--- src/hw/t16cc_params.svh ---
// Purpose: Constants of the timer compare, capture and flag block
// Assumes: Included by its bare name
// Notes: Register byte offsets on APB, field positions, reset values
`ifndef T16CC_PARAMS_SVH
`define T16CC_PARAMS_SVH
`define T16CC_OFS_MASK 8'h00
`define T16CC_OFS_FLAGS 8'h04
`define T16CC_OFS_CMPA_L 8'h08
`define T16CC_OFS_CMPA_H 8'h0C
`define T16CC_OFS_CMPB_L 8'h10
`define T16CC_OFS_CMPB_H 8'h14
`define T16CC_OFS_CAP_L 8'h18
`define T16CC_OFS_CAP_H 8'h1C
`define T16CC_OFS_CTRL 8'h20
`define T16CC_BIT_CAP 5
`define T16CC_BIT_CMPA 4
`define T16CC_BIT_CMPB 3
`define T16CC_BIT_OVF 2
`define T16CC_CTRL_EDGE 6
`define T16CC_CTRL_SRC 7
`define T16CC_CTRL_FORCE_A 8
`define T16CC_CTRL_FORCE_B 9
`define T16CC_RST_BYTE 8'h00
`define T16CC_RST_WORD 16'h0000
`define T16CC_RST_MODE 4'h0
`define T16CC_MAX 16'hFFFF
`define T16CC_BOTTOM 16'h0000
`define T16CC_TOP_8 16'h00FF
`define T16CC_TOP_9 16'h01FF
`define T16CC_TOP_10 16'h03FF
`endif

--- src/hw/t16cc_pkg.sv ---
// Purpose: Types of the timer compare, capture and flag block
// Assumes: Nothing
// Notes: Flag struct order is capture, compare A, compare B, overflow
package t16cc_pkg;
  typedef struct packed {
    logic cap;
    logic cmpa;
    logic cmpb;
    logic ovf;
  } t16cc_flags_t;
  typedef struct packed {
    logic tick;
    logic [15:0] value;
  } t16cc_cnt_t;
  typedef struct packed {
    logic [3:0] mode;
    logic edge_rise;
    logic src_analog;
  } t16cc_ctrl_t;
endpackage

--- src/hw/t16cc_top.sv ---
// Purpose: Compare, capture and interrupt flags of a 16-bit timer, APB slave
// Assumes: Counter, waveform generator and CPU core sit outside
// Notes: Shared high-byte latch for 16-bit compare writes and capture reads
// Overview of operation
// - Both compare values checked against the counter on every timer tick.
// - Compare writes pass through the shared high-byte latch; high byte first.
// - Reading capture low byte latches the matching high byte for later read.
// - Qualifying capture event copies the counter; comparator may be the source.
// - Capture value serves as counter top in the modes that select it.
// - Capture request needs mask bit 5, global enable and capture flag.
// - Compare A request needs mask bit 4, global enable and its flag.
// - Compare B request needs mask bit 3, global enable and its flag.
// - Overflow request needs mask bit 2, global enable and overflow flag.
// - Capture flag set per event, or at top when capture is top.
// - Capture flag cleared by vector execution or writing one.
// - Compare A flag set on the tick after counter equals compare A.
// - Compare B flag set on the tick after counter equals compare B.
// - Forced compare strobes never set a compare flag.
// - Compare flags cleared by vector execution or writing one.
// - Overflow flag set at max, bottom or top as the mode defines, in every mode but 13, which never sets it.
// - Overflow flag cleared by vector execution or writing one.
// - Capture input ignored while capture value is the top.
// - Edge select zero captures falling edges, one captures rising edges.
//
// The APB register port and the register addresses were decided locally.
`timescale 1ns/1ps
`include "t16cc_params.svh"
module t16cc_top import t16cc_pkg::*; #(
  parameter int ADDR_W = 8
) (
  input wire logic ref_clk_i,
  input wire logic nrst_i,
  input wire logic psel_i,
  input wire logic penable_i,
  input wire logic pwrite_i,
  input wire logic [ADDR_W-1:0] paddr_i,
  input wire logic [31:0] pwdata_i,
  input wire logic [3:0] pstrb_i,
  output logic [31:0] prdata_o,
  output logic pready_o,
  output logic pslverr_o,
  input wire t16cc_cnt_t cnt_i,
  input wire logic capture_pin_i,
  input wire logic analog_cmp_i,
  input wire logic global_irq_enable_i,
  input wire t16cc_flags_t vector_ack_i,
  output t16cc_flags_t irq_req_o,
  output logic [15:0] top_value_o,
  output logic [3:0] waveform_mode_o,
  output logic compare_a_match_o,
  output logic compare_b_match_o
);
  logic [7:0] mask, next_mask;
  t16cc_flags_t flags, next_flags;
  logic [15:0] compare_value_a, next_compare_value_a;
  logic [15:0] compare_value_b, next_compare_value_b;
  logic [15:0] capture_value, next_capture_value;
  logic [7:0] temp, next_temp;
  t16cc_ctrl_t ctrl, next_ctrl;
  logic src_prev, next_src_prev;
  logic pend_a, next_pend_a;
  logic pend_b, next_pend_b;
  logic match_a, next_match_a;
  logic match_b, next_match_b;
  logic [31:0] rdata, next_rdata;
  logic slverr, next_slverr;
  logic [15:0] top_value, next_top_value;
  logic setup, wr, hit;
  logic [7:0] addr;
  logic icr_top, non_pwm, src, cap_evt, ovf_evt;
  logic eq_a, eq_b, at_top;
  logic force_a, force_b;
  t16cc_flags_t set_f, clr_f, w1c;

  assign setup = psel_i && !penable_i;
  assign wr = psel_i && penable_i && pwrite_i && pstrb_i[0];
  assign addr = 8'(paddr_i);
  assign pready_o = 1'b1;
  assign prdata_o = rdata;
  assign pslverr_o = slverr;
  assign top_value_o = top_value;
  assign waveform_mode_o = ctrl.mode;
  assign compare_a_match_o = match_a;
  assign compare_b_match_o = match_b;

  // Top of the mode being written, registered below
  always_comb begin
    next_top_value = `T16CC_MAX;
    case (next_ctrl.mode)
      4'd1, 4'd5: next_top_value = `T16CC_TOP_8;
      4'd2, 4'd6: next_top_value = `T16CC_TOP_9;
      4'd3, 4'd7: next_top_value = `T16CC_TOP_10;
      4'd4, 4'd9, 4'd11, 4'd15: next_top_value = next_compare_value_a;
      4'd8, 4'd10, 4'd12, 4'd14: next_top_value = next_capture_value;
      default: next_top_value = `T16CC_MAX;
    endcase
  end

  // Current mode only, so the capture path forms no loop
  always_comb begin
    icr_top = 1'b0;
    non_pwm = 1'b0;
    case (ctrl.mode)
      4'd0, 4'd4: non_pwm = 1'b1;
      4'd12: begin
        non_pwm = 1'b1;
        icr_top = 1'b1;
      end
      4'd8, 4'd10, 4'd14: icr_top = 1'b1;
      default: non_pwm = 1'b0;
    endcase
  end

  // Counter events seen on a timer tick
  always_comb begin
    eq_a = cnt_i.value == compare_value_a;
    eq_b = cnt_i.value == compare_value_b;
    at_top = cnt_i.tick && cnt_i.value == top_value;
    ovf_evt = 1'b0;
    case (ctrl.mode)
      4'd0, 4'd4, 4'd12: ovf_evt = cnt_i.tick && cnt_i.value == `T16CC_MAX;
      4'd5, 4'd6, 4'd7, 4'd14, 4'd15: ovf_evt = at_top;
      4'd13: ovf_evt = 1'b0;
      default: ovf_evt = cnt_i.tick && cnt_i.value == `T16CC_BOTTOM;
    endcase
    src = ctrl.src_analog ? analog_cmp_i : capture_pin_i;
    cap_evt = !icr_top &&
              (ctrl.edge_rise ? (src && !src_prev) : (!src && src_prev));
  end

  // Register file and flag logic
  always_comb begin
    next_mask = mask;
    next_compare_value_a = compare_value_a;
    next_compare_value_b = compare_value_b;
    next_capture_value = capture_value;
    next_temp = temp;
    next_ctrl = ctrl;
    next_rdata = rdata;
    next_slverr = slverr;
    next_src_prev = src;
    force_a = 1'b0;
    force_b = 1'b0;
    w1c = '0;
    hit = 1'b1;
    if (wr) begin
      if (addr == `T16CC_OFS_MASK) begin
        next_mask = pwdata_i[7:0];
      end else if (addr == `T16CC_OFS_FLAGS) begin
        w1c.cap = pwdata_i[`T16CC_BIT_CAP];
        w1c.cmpa = pwdata_i[`T16CC_BIT_CMPA];
        w1c.cmpb = pwdata_i[`T16CC_BIT_CMPB];
        w1c.ovf = pwdata_i[`T16CC_BIT_OVF];
      end else if (addr == `T16CC_OFS_CMPA_H || addr == `T16CC_OFS_CMPB_H ||
                   addr == `T16CC_OFS_CAP_H) begin
        next_temp = pwdata_i[7:0];
      end else if (addr == `T16CC_OFS_CMPA_L) begin
        next_compare_value_a = {temp, pwdata_i[7:0]};
      end else if (addr == `T16CC_OFS_CMPB_L) begin
        next_compare_value_b = {temp, pwdata_i[7:0]};
      end else if (addr == `T16CC_OFS_CAP_L) begin
        next_capture_value = {temp, pwdata_i[7:0]};
      end else if (addr == `T16CC_OFS_CTRL) begin
        next_ctrl.mode = pwdata_i[3:0];
        next_ctrl.edge_rise = pwdata_i[`T16CC_CTRL_EDGE];
        next_ctrl.src_analog = pwdata_i[`T16CC_CTRL_SRC];
        force_a = pwdata_i[`T16CC_CTRL_FORCE_A];
        force_b = pwdata_i[`T16CC_CTRL_FORCE_B];
      end
    end
    if (setup) begin
      next_rdata = '0;
      if (addr == `T16CC_OFS_MASK) begin
        next_rdata[7:0] = mask;
      end else if (addr == `T16CC_OFS_FLAGS) begin
        next_rdata[`T16CC_BIT_CAP] = flags.cap;
        next_rdata[`T16CC_BIT_CMPA] = flags.cmpa;
        next_rdata[`T16CC_BIT_CMPB] = flags.cmpb;
        next_rdata[`T16CC_BIT_OVF] = flags.ovf;
      end else if (addr == `T16CC_OFS_CMPA_L) begin
        next_rdata[7:0] = compare_value_a[7:0];
      end else if (addr == `T16CC_OFS_CMPA_H) begin
        next_rdata[7:0] = compare_value_a[15:8];
      end else if (addr == `T16CC_OFS_CMPB_L) begin
        next_rdata[7:0] = compare_value_b[7:0];
      end else if (addr == `T16CC_OFS_CMPB_H) begin
        next_rdata[7:0] = compare_value_b[15:8];
      end else if (addr == `T16CC_OFS_CAP_L) begin
        next_rdata[7:0] = capture_value[7:0];
        if (!pwrite_i) begin
          next_temp = capture_value[15:8];
        end
      end else if (addr == `T16CC_OFS_CAP_H) begin
        next_rdata[7:0] = temp;
      end else if (addr == `T16CC_OFS_CTRL) begin
        next_rdata[3:0] = ctrl.mode;
        next_rdata[`T16CC_CTRL_EDGE] = ctrl.edge_rise;
        next_rdata[`T16CC_CTRL_SRC] = ctrl.src_analog;
      end else begin
        hit = 1'b0;
      end
      next_slverr = !hit;
    end
    // Capture beats a same-cycle CPU write
    if (cap_evt) begin
      next_capture_value = cnt_i.value;
    end
    next_pend_a = cnt_i.tick ? eq_a : pend_a;
    next_pend_b = cnt_i.tick ? eq_b : pend_b;
    // Match strobes to the waveform generator; force only in non-PWM modes
    next_match_a = (cnt_i.tick && eq_a) || (force_a && non_pwm);
    next_match_b = (cnt_i.tick && eq_b) || (force_b && non_pwm);
    set_f.cap = cap_evt || (icr_top && at_top);
    set_f.cmpa = cnt_i.tick && pend_a;
    set_f.cmpb = cnt_i.tick && pend_b;
    set_f.ovf = ovf_evt;
    clr_f = w1c | vector_ack_i;
    // Set wins over clear
    next_flags = (flags & ~clr_f) | set_f;
  end

  always_ff @(posedge ref_clk_i or negedge nrst_i) begin
    if (!nrst_i) begin
      mask <= `T16CC_RST_BYTE;
      flags <= '0;
      compare_value_a <= `T16CC_RST_WORD;
      compare_value_b <= `T16CC_RST_WORD;
      capture_value <= `T16CC_RST_WORD;
      temp <= `T16CC_RST_BYTE;
      ctrl <= '0;
      src_prev <= 1'b0;
      pend_a <= 1'b0;
      pend_b <= 1'b0;
      match_a <= 1'b0;
      match_b <= 1'b0;
      rdata <= '0;
      slverr <= 1'b0;
      top_value <= `T16CC_MAX;
    end else begin
      mask <= next_mask;
      flags <= next_flags;
      compare_value_a <= next_compare_value_a;
      compare_value_b <= next_compare_value_b;
      capture_value <= next_capture_value;
      temp <= next_temp;
      ctrl <= next_ctrl;
      src_prev <= next_src_prev;
      pend_a <= next_pend_a;
      pend_b <= next_pend_b;
      match_a <= next_match_a;
      match_b <= next_match_b;
      rdata <= next_rdata;
      slverr <= next_slverr;
      top_value <= next_top_value;
    end
  end

  always_comb begin
    irq_req_o.cap = mask[`T16CC_BIT_CAP] && global_irq_enable_i && flags.cap;
    irq_req_o.cmpa = mask[`T16CC_BIT_CMPA] && global_irq_enable_i && flags.cmpa;
    irq_req_o.cmpb = mask[`T16CC_BIT_CMPB] && global_irq_enable_i && flags.cmpb;
    irq_req_o.ovf = mask[`T16CC_BIT_OVF] && global_irq_enable_i && flags.ovf;
  end
endmodule // t16cc_top

--- config.mk ---
export PLATFORM = sky130hd
export DESIGN_NAME = t16cc_top
export DESIGN_NICKNAME = d
export VERILOG_FILES = /design/src/hw/t16cc_pkg.sv /design/src/hw/t16cc_top.sv
export VERILOG_INCLUDE_DIRS = /design/src /design/src/hw
export SDC_FILE = /design/constraint.sdc
export NUM_CORES = 1
export LEC_CHECK = 0
export ABC_AREA = 1
export BUFFER_PORTS_ARGS = -buffer_cell sky130_fd_sc_hd__buf_2
export CORE_MARGIN = 3
export CORE_UTILIZATION = 35
export CTS_CLUSTER_DIAMETER = 80
export DETAILED_ROUTE_END_ITERATION = 8
export PLACE_DENSITY = 0.51
export SLEW_MARGIN = 20
export SYNTH_ARGS = -nofsm -noshare
export SYNTH_HDL_FRONTEND = slang
export SYNTH_SLANG_ARGS = --single-unit
--- constraint.sdc ---
create_clock -name ref_clk_i -period 4.9 [get_ports ref_clk_i]
set_clock_uncertainty 0.05 [all_clocks]
set_input_delay 0.49 -clock ref_clk_i [delete_from_list [all_inputs] [get_ports ref_clk_i]]
set_output_delay 0.49 -clock ref_clk_i [all_outputs]
set_load 0.005 [all_outputs]
==> summary.txt <==
Critical path
  • CP max stage cell: nand4_2
  • Worst flop-to-flop path endpoint: top_value_o[8]
  • Critical path type: input pin to flip-flop
  • Number of buffers and inverters on the critical path: 1
  • Worst Reg-to-Reg Cells: 10
  • Flop-to-flop setup slack: 2620 ps
  • Critical register-to-register path startpoint: ctrl[0]
  • Critical Path Source Type: input pin
  • Crit path arrival time: 2840 ps
  • Cell breakdown of the critical path: buf_2 > nand4_2 > nor2_4 > nand2_1 > nand2_2 > nand2_1 > nand2_2 > nor2_2 > nand2_4 > nand4_1
  • Highest cell delay on the worst timing path: 570 ps
  • Required arrival time at the worst endpoint: 5080 ps
  • Beginning of the critical path: pwrite_i
  • Critical path endpoint category: flip-flop
  • Crit-path leading delay family: simple AND/OR/NAND/NOR gates
  • Crit-path max FO: 16

Drt
  • Wire length reported by the detailed router: 24050 um
  • Number of nets still failing antenna checks after routing: 0
  • Via count: 6315
  • Total iterations of the first detailed-routing run: 5
  • Initial DRC Count: 548
  • Drt drc: 0
  • Per-cell via count in the routed design: 5.228
  • WL/cell: 19.91 um

Timing
  • Actual slew at the worst max-slew pin: 888.5 ps
  • Setup tns final: 0 ps
  • Post-route worst hold slack: 25.11 ps
  • Final max-slew violation count: 0
  • Hold violation total from the final report: 0
  • Crit share post-route: 0.5434
  • Max Clk Rate: 375.6 MHz
  • Setup repair after global routing missed its margin: false
  • Final critical-path required period: 2663 ps
  • Setup Viol. Count Final: 0
  • Max_slew headroom: 0.4044

Synth
  • Fraction of post-synthesis cell area in the top cell type by area: 0.3423
  • Predominant post-synthesis flop cell: dfrtp_1
  • Leading post-synthesis cells by cell area: dfrtp_1, nand2_1, o21ai_0
  • Number of synthesized flops with an enable pin: 0
  • Gate count of the mapped netlist: 913
  • Leading area contributor after synthesis: dfrtp_1
  • Post-synthesis cell area: 6432 um^2
  • Portion of the post-synthesis area used by sequential elements: 0.4077
  • FF+latch count, synth: 104
  • Syn. warnings: 0
  • Post-synthesis area per instance: 7.045 um^2
  • Share of async-settable or async-resettable flops after synthesis: 1.000
  • Count of different cell masters after synthesis: 40

Pwr
  • Power per Cell Area: 285.6 nW/um^2
  • Total power consumption of the routed design: 2.072 mW
  • Peak ir drop on the vdd network: 0.1784 mV
  • Cell leakage power: 3.470 nW

Layout
  • Commonest cells after routing, fill and taps aside: nand2_1, o21ai_0, inv_1, dfrtp_1, buf_2
  • Proportion of layout cells with a drive suffix above 1: 0.1546
  • Antenna diode count: 0
  • FILL cells: 1920
  • Leading cell type in the layout, fill and taps excluded: nand2_1
  • Area growth, synth to finish: 12.80%
  • # nets final: 1051
  • Non-filler cells in the finished layout: 1208

Die
  • Initial core utilization: 0.3643
  • Boundary pin count: 133
  • Core Rows: 48
  • Die Y: 141.6 um
  • Floorplan core area: 17660 um^2
  • Die X: 141.6 um
  • Area of the die: 20040 um^2

Clocking
  • Maximum root-to-sink buffer count: 2
  • Number of levels the H-tree was split into: 3
  • Count of clock tree sinks: 104
  • CTS Buf Count: 9
  • Cells resized by post-CTS repair: 0
  • Worst-skew pair later-pin latency: 360 ps
  • CTS tree: done
  • Post-CTS Setup Inserts: 0
  • Register clock-pin slew on the reported worst setup and hold paths: 80 ps
  • Clock root buffer: clkbuf_16
  • CTS hold repair buffers: 0

Placement
  • Total instance count after detailed placement: 1191
  • Post-DP HPWL: 17350 um
  • I/O Buffers: 82
  • Routability-driven placement congestion ratio: 0.9429

Global routing
  • Total routing usage reported by global routing: 0.2397
  • Antenna violations before repair: 0
  • Vias in the first global route: 5915
  • Largest net degree at the start of global routing: 75
  • Global-route congestion overflow total: 0
  • First-pass GRT wire length: 36130 um

Outcome
  • Result of the run: finished clean

Min path
  • Hold WC Path Type: input pin to async pin

Job
  • Max-cap violations: 0
-- kinds of logic after synthesis --
family / Yosys count / synth area share
AND/OR/NAND/NOR: 457 / 0.3052
AO/OA/AOI/OAI: 170 / 0.1471
buffers and inverters: 164 / 0.1171
flip-flops: 104 / 0.4077
XOR/XNOR: 16 / 0.02179
other: 2 / 0.001168
-- where the power goes --
group / internal, mW / total (mW) / switching, mW
clock: 0.423 / 0.775 / 0.352
combinational: 0.106 / 0.326 / 0.220
sequential: 0.923 / 0.972 / 0.0490
total: 1.45 / 2.07 / 0.621
-- metrics by stage --
stage | setup slack [ps] | instance area (um^2) | util
after floorplan | 2957 | 6519 | -
after global placement | 1880 | 6920 | 0.3919
after detailed placement | 1823 | 6920 | 0.3919
after CTS | 2241 | 7228 | 0.4094
after global routing | 2176 | 7256 | 0.4109
final | 2237 | 7256 | 0.4109
-- cell usage after synthesis, types with 5 or more instances --
cell type and number:
dfstp_2 16, inv_1 99, nor4_1 7, buf_4 29
o211ai_1 12, dfrtp_1 88, nor3_1 11, a21oi_1 29
nor2_1 45, nand2_1 301, o21ai_0 100, xor2_1 9
nand3_1 52, nand4_1 17, o22ai_1 13, clkbuf_1 21
xnor2_1 7, nand2_2 8, buf_2 5
-- cell type report --
class | count | area (um^2) | area share
clock buffer | 11 | 252.7 | 0.03483
clock inverter | 5 | 55.05 | 0.007588
inverter | 102 | 382.9 | 0.05277
multi-input combinational | 668 | 3146 | 0.4335
sequential | 104 | 2623 | 0.3614
tap | 225 | 281.5 | 0.03880
timing repair buffer | 93 | 515.5 | 0.07105
-- state kept, by name (all words and copies together) (netlist names) --
register	flops
capture_value	16
compare_value_a	16
compare_value_b	16
top_value_o	16
mask	8
prdata_o	8
temp	8
flags	4
waveform_mode_o	4
ctrl	2
compare_a_match_o	1
compare_b_match_o	1
pend_a	1
pend_b	1
pslverr_o	1
src_prev	1
-- per-layer routing --
metal  vias to the layer above  track usage  wire (um)
met4                         0      0.08081        626
met2                       265       0.3827      10980
li1                       3038            -          -
met3                        34      0.03101       1557
met5                         -            0          0
met1                      2978       0.3367      10880
-- worst max-delay path by stage --
stage | endpoint | slack [ps] | cells past startpoint
5_1_grt | top_value_o[8] | 2180 | 10
3_3_place_gp | top_value_o[8] | 1880 | 10
2_1_floorplan | top_value_o[0] | 2960 | 14
3_5_place_dp | top_value_o[8] | 1820 | 10
4_1_cts | top_value_o[8] | 2240 | 10
6_report | top_value_o[8] | 2240 | 10
Note: power is estimated with default switching activity, not from simulation.
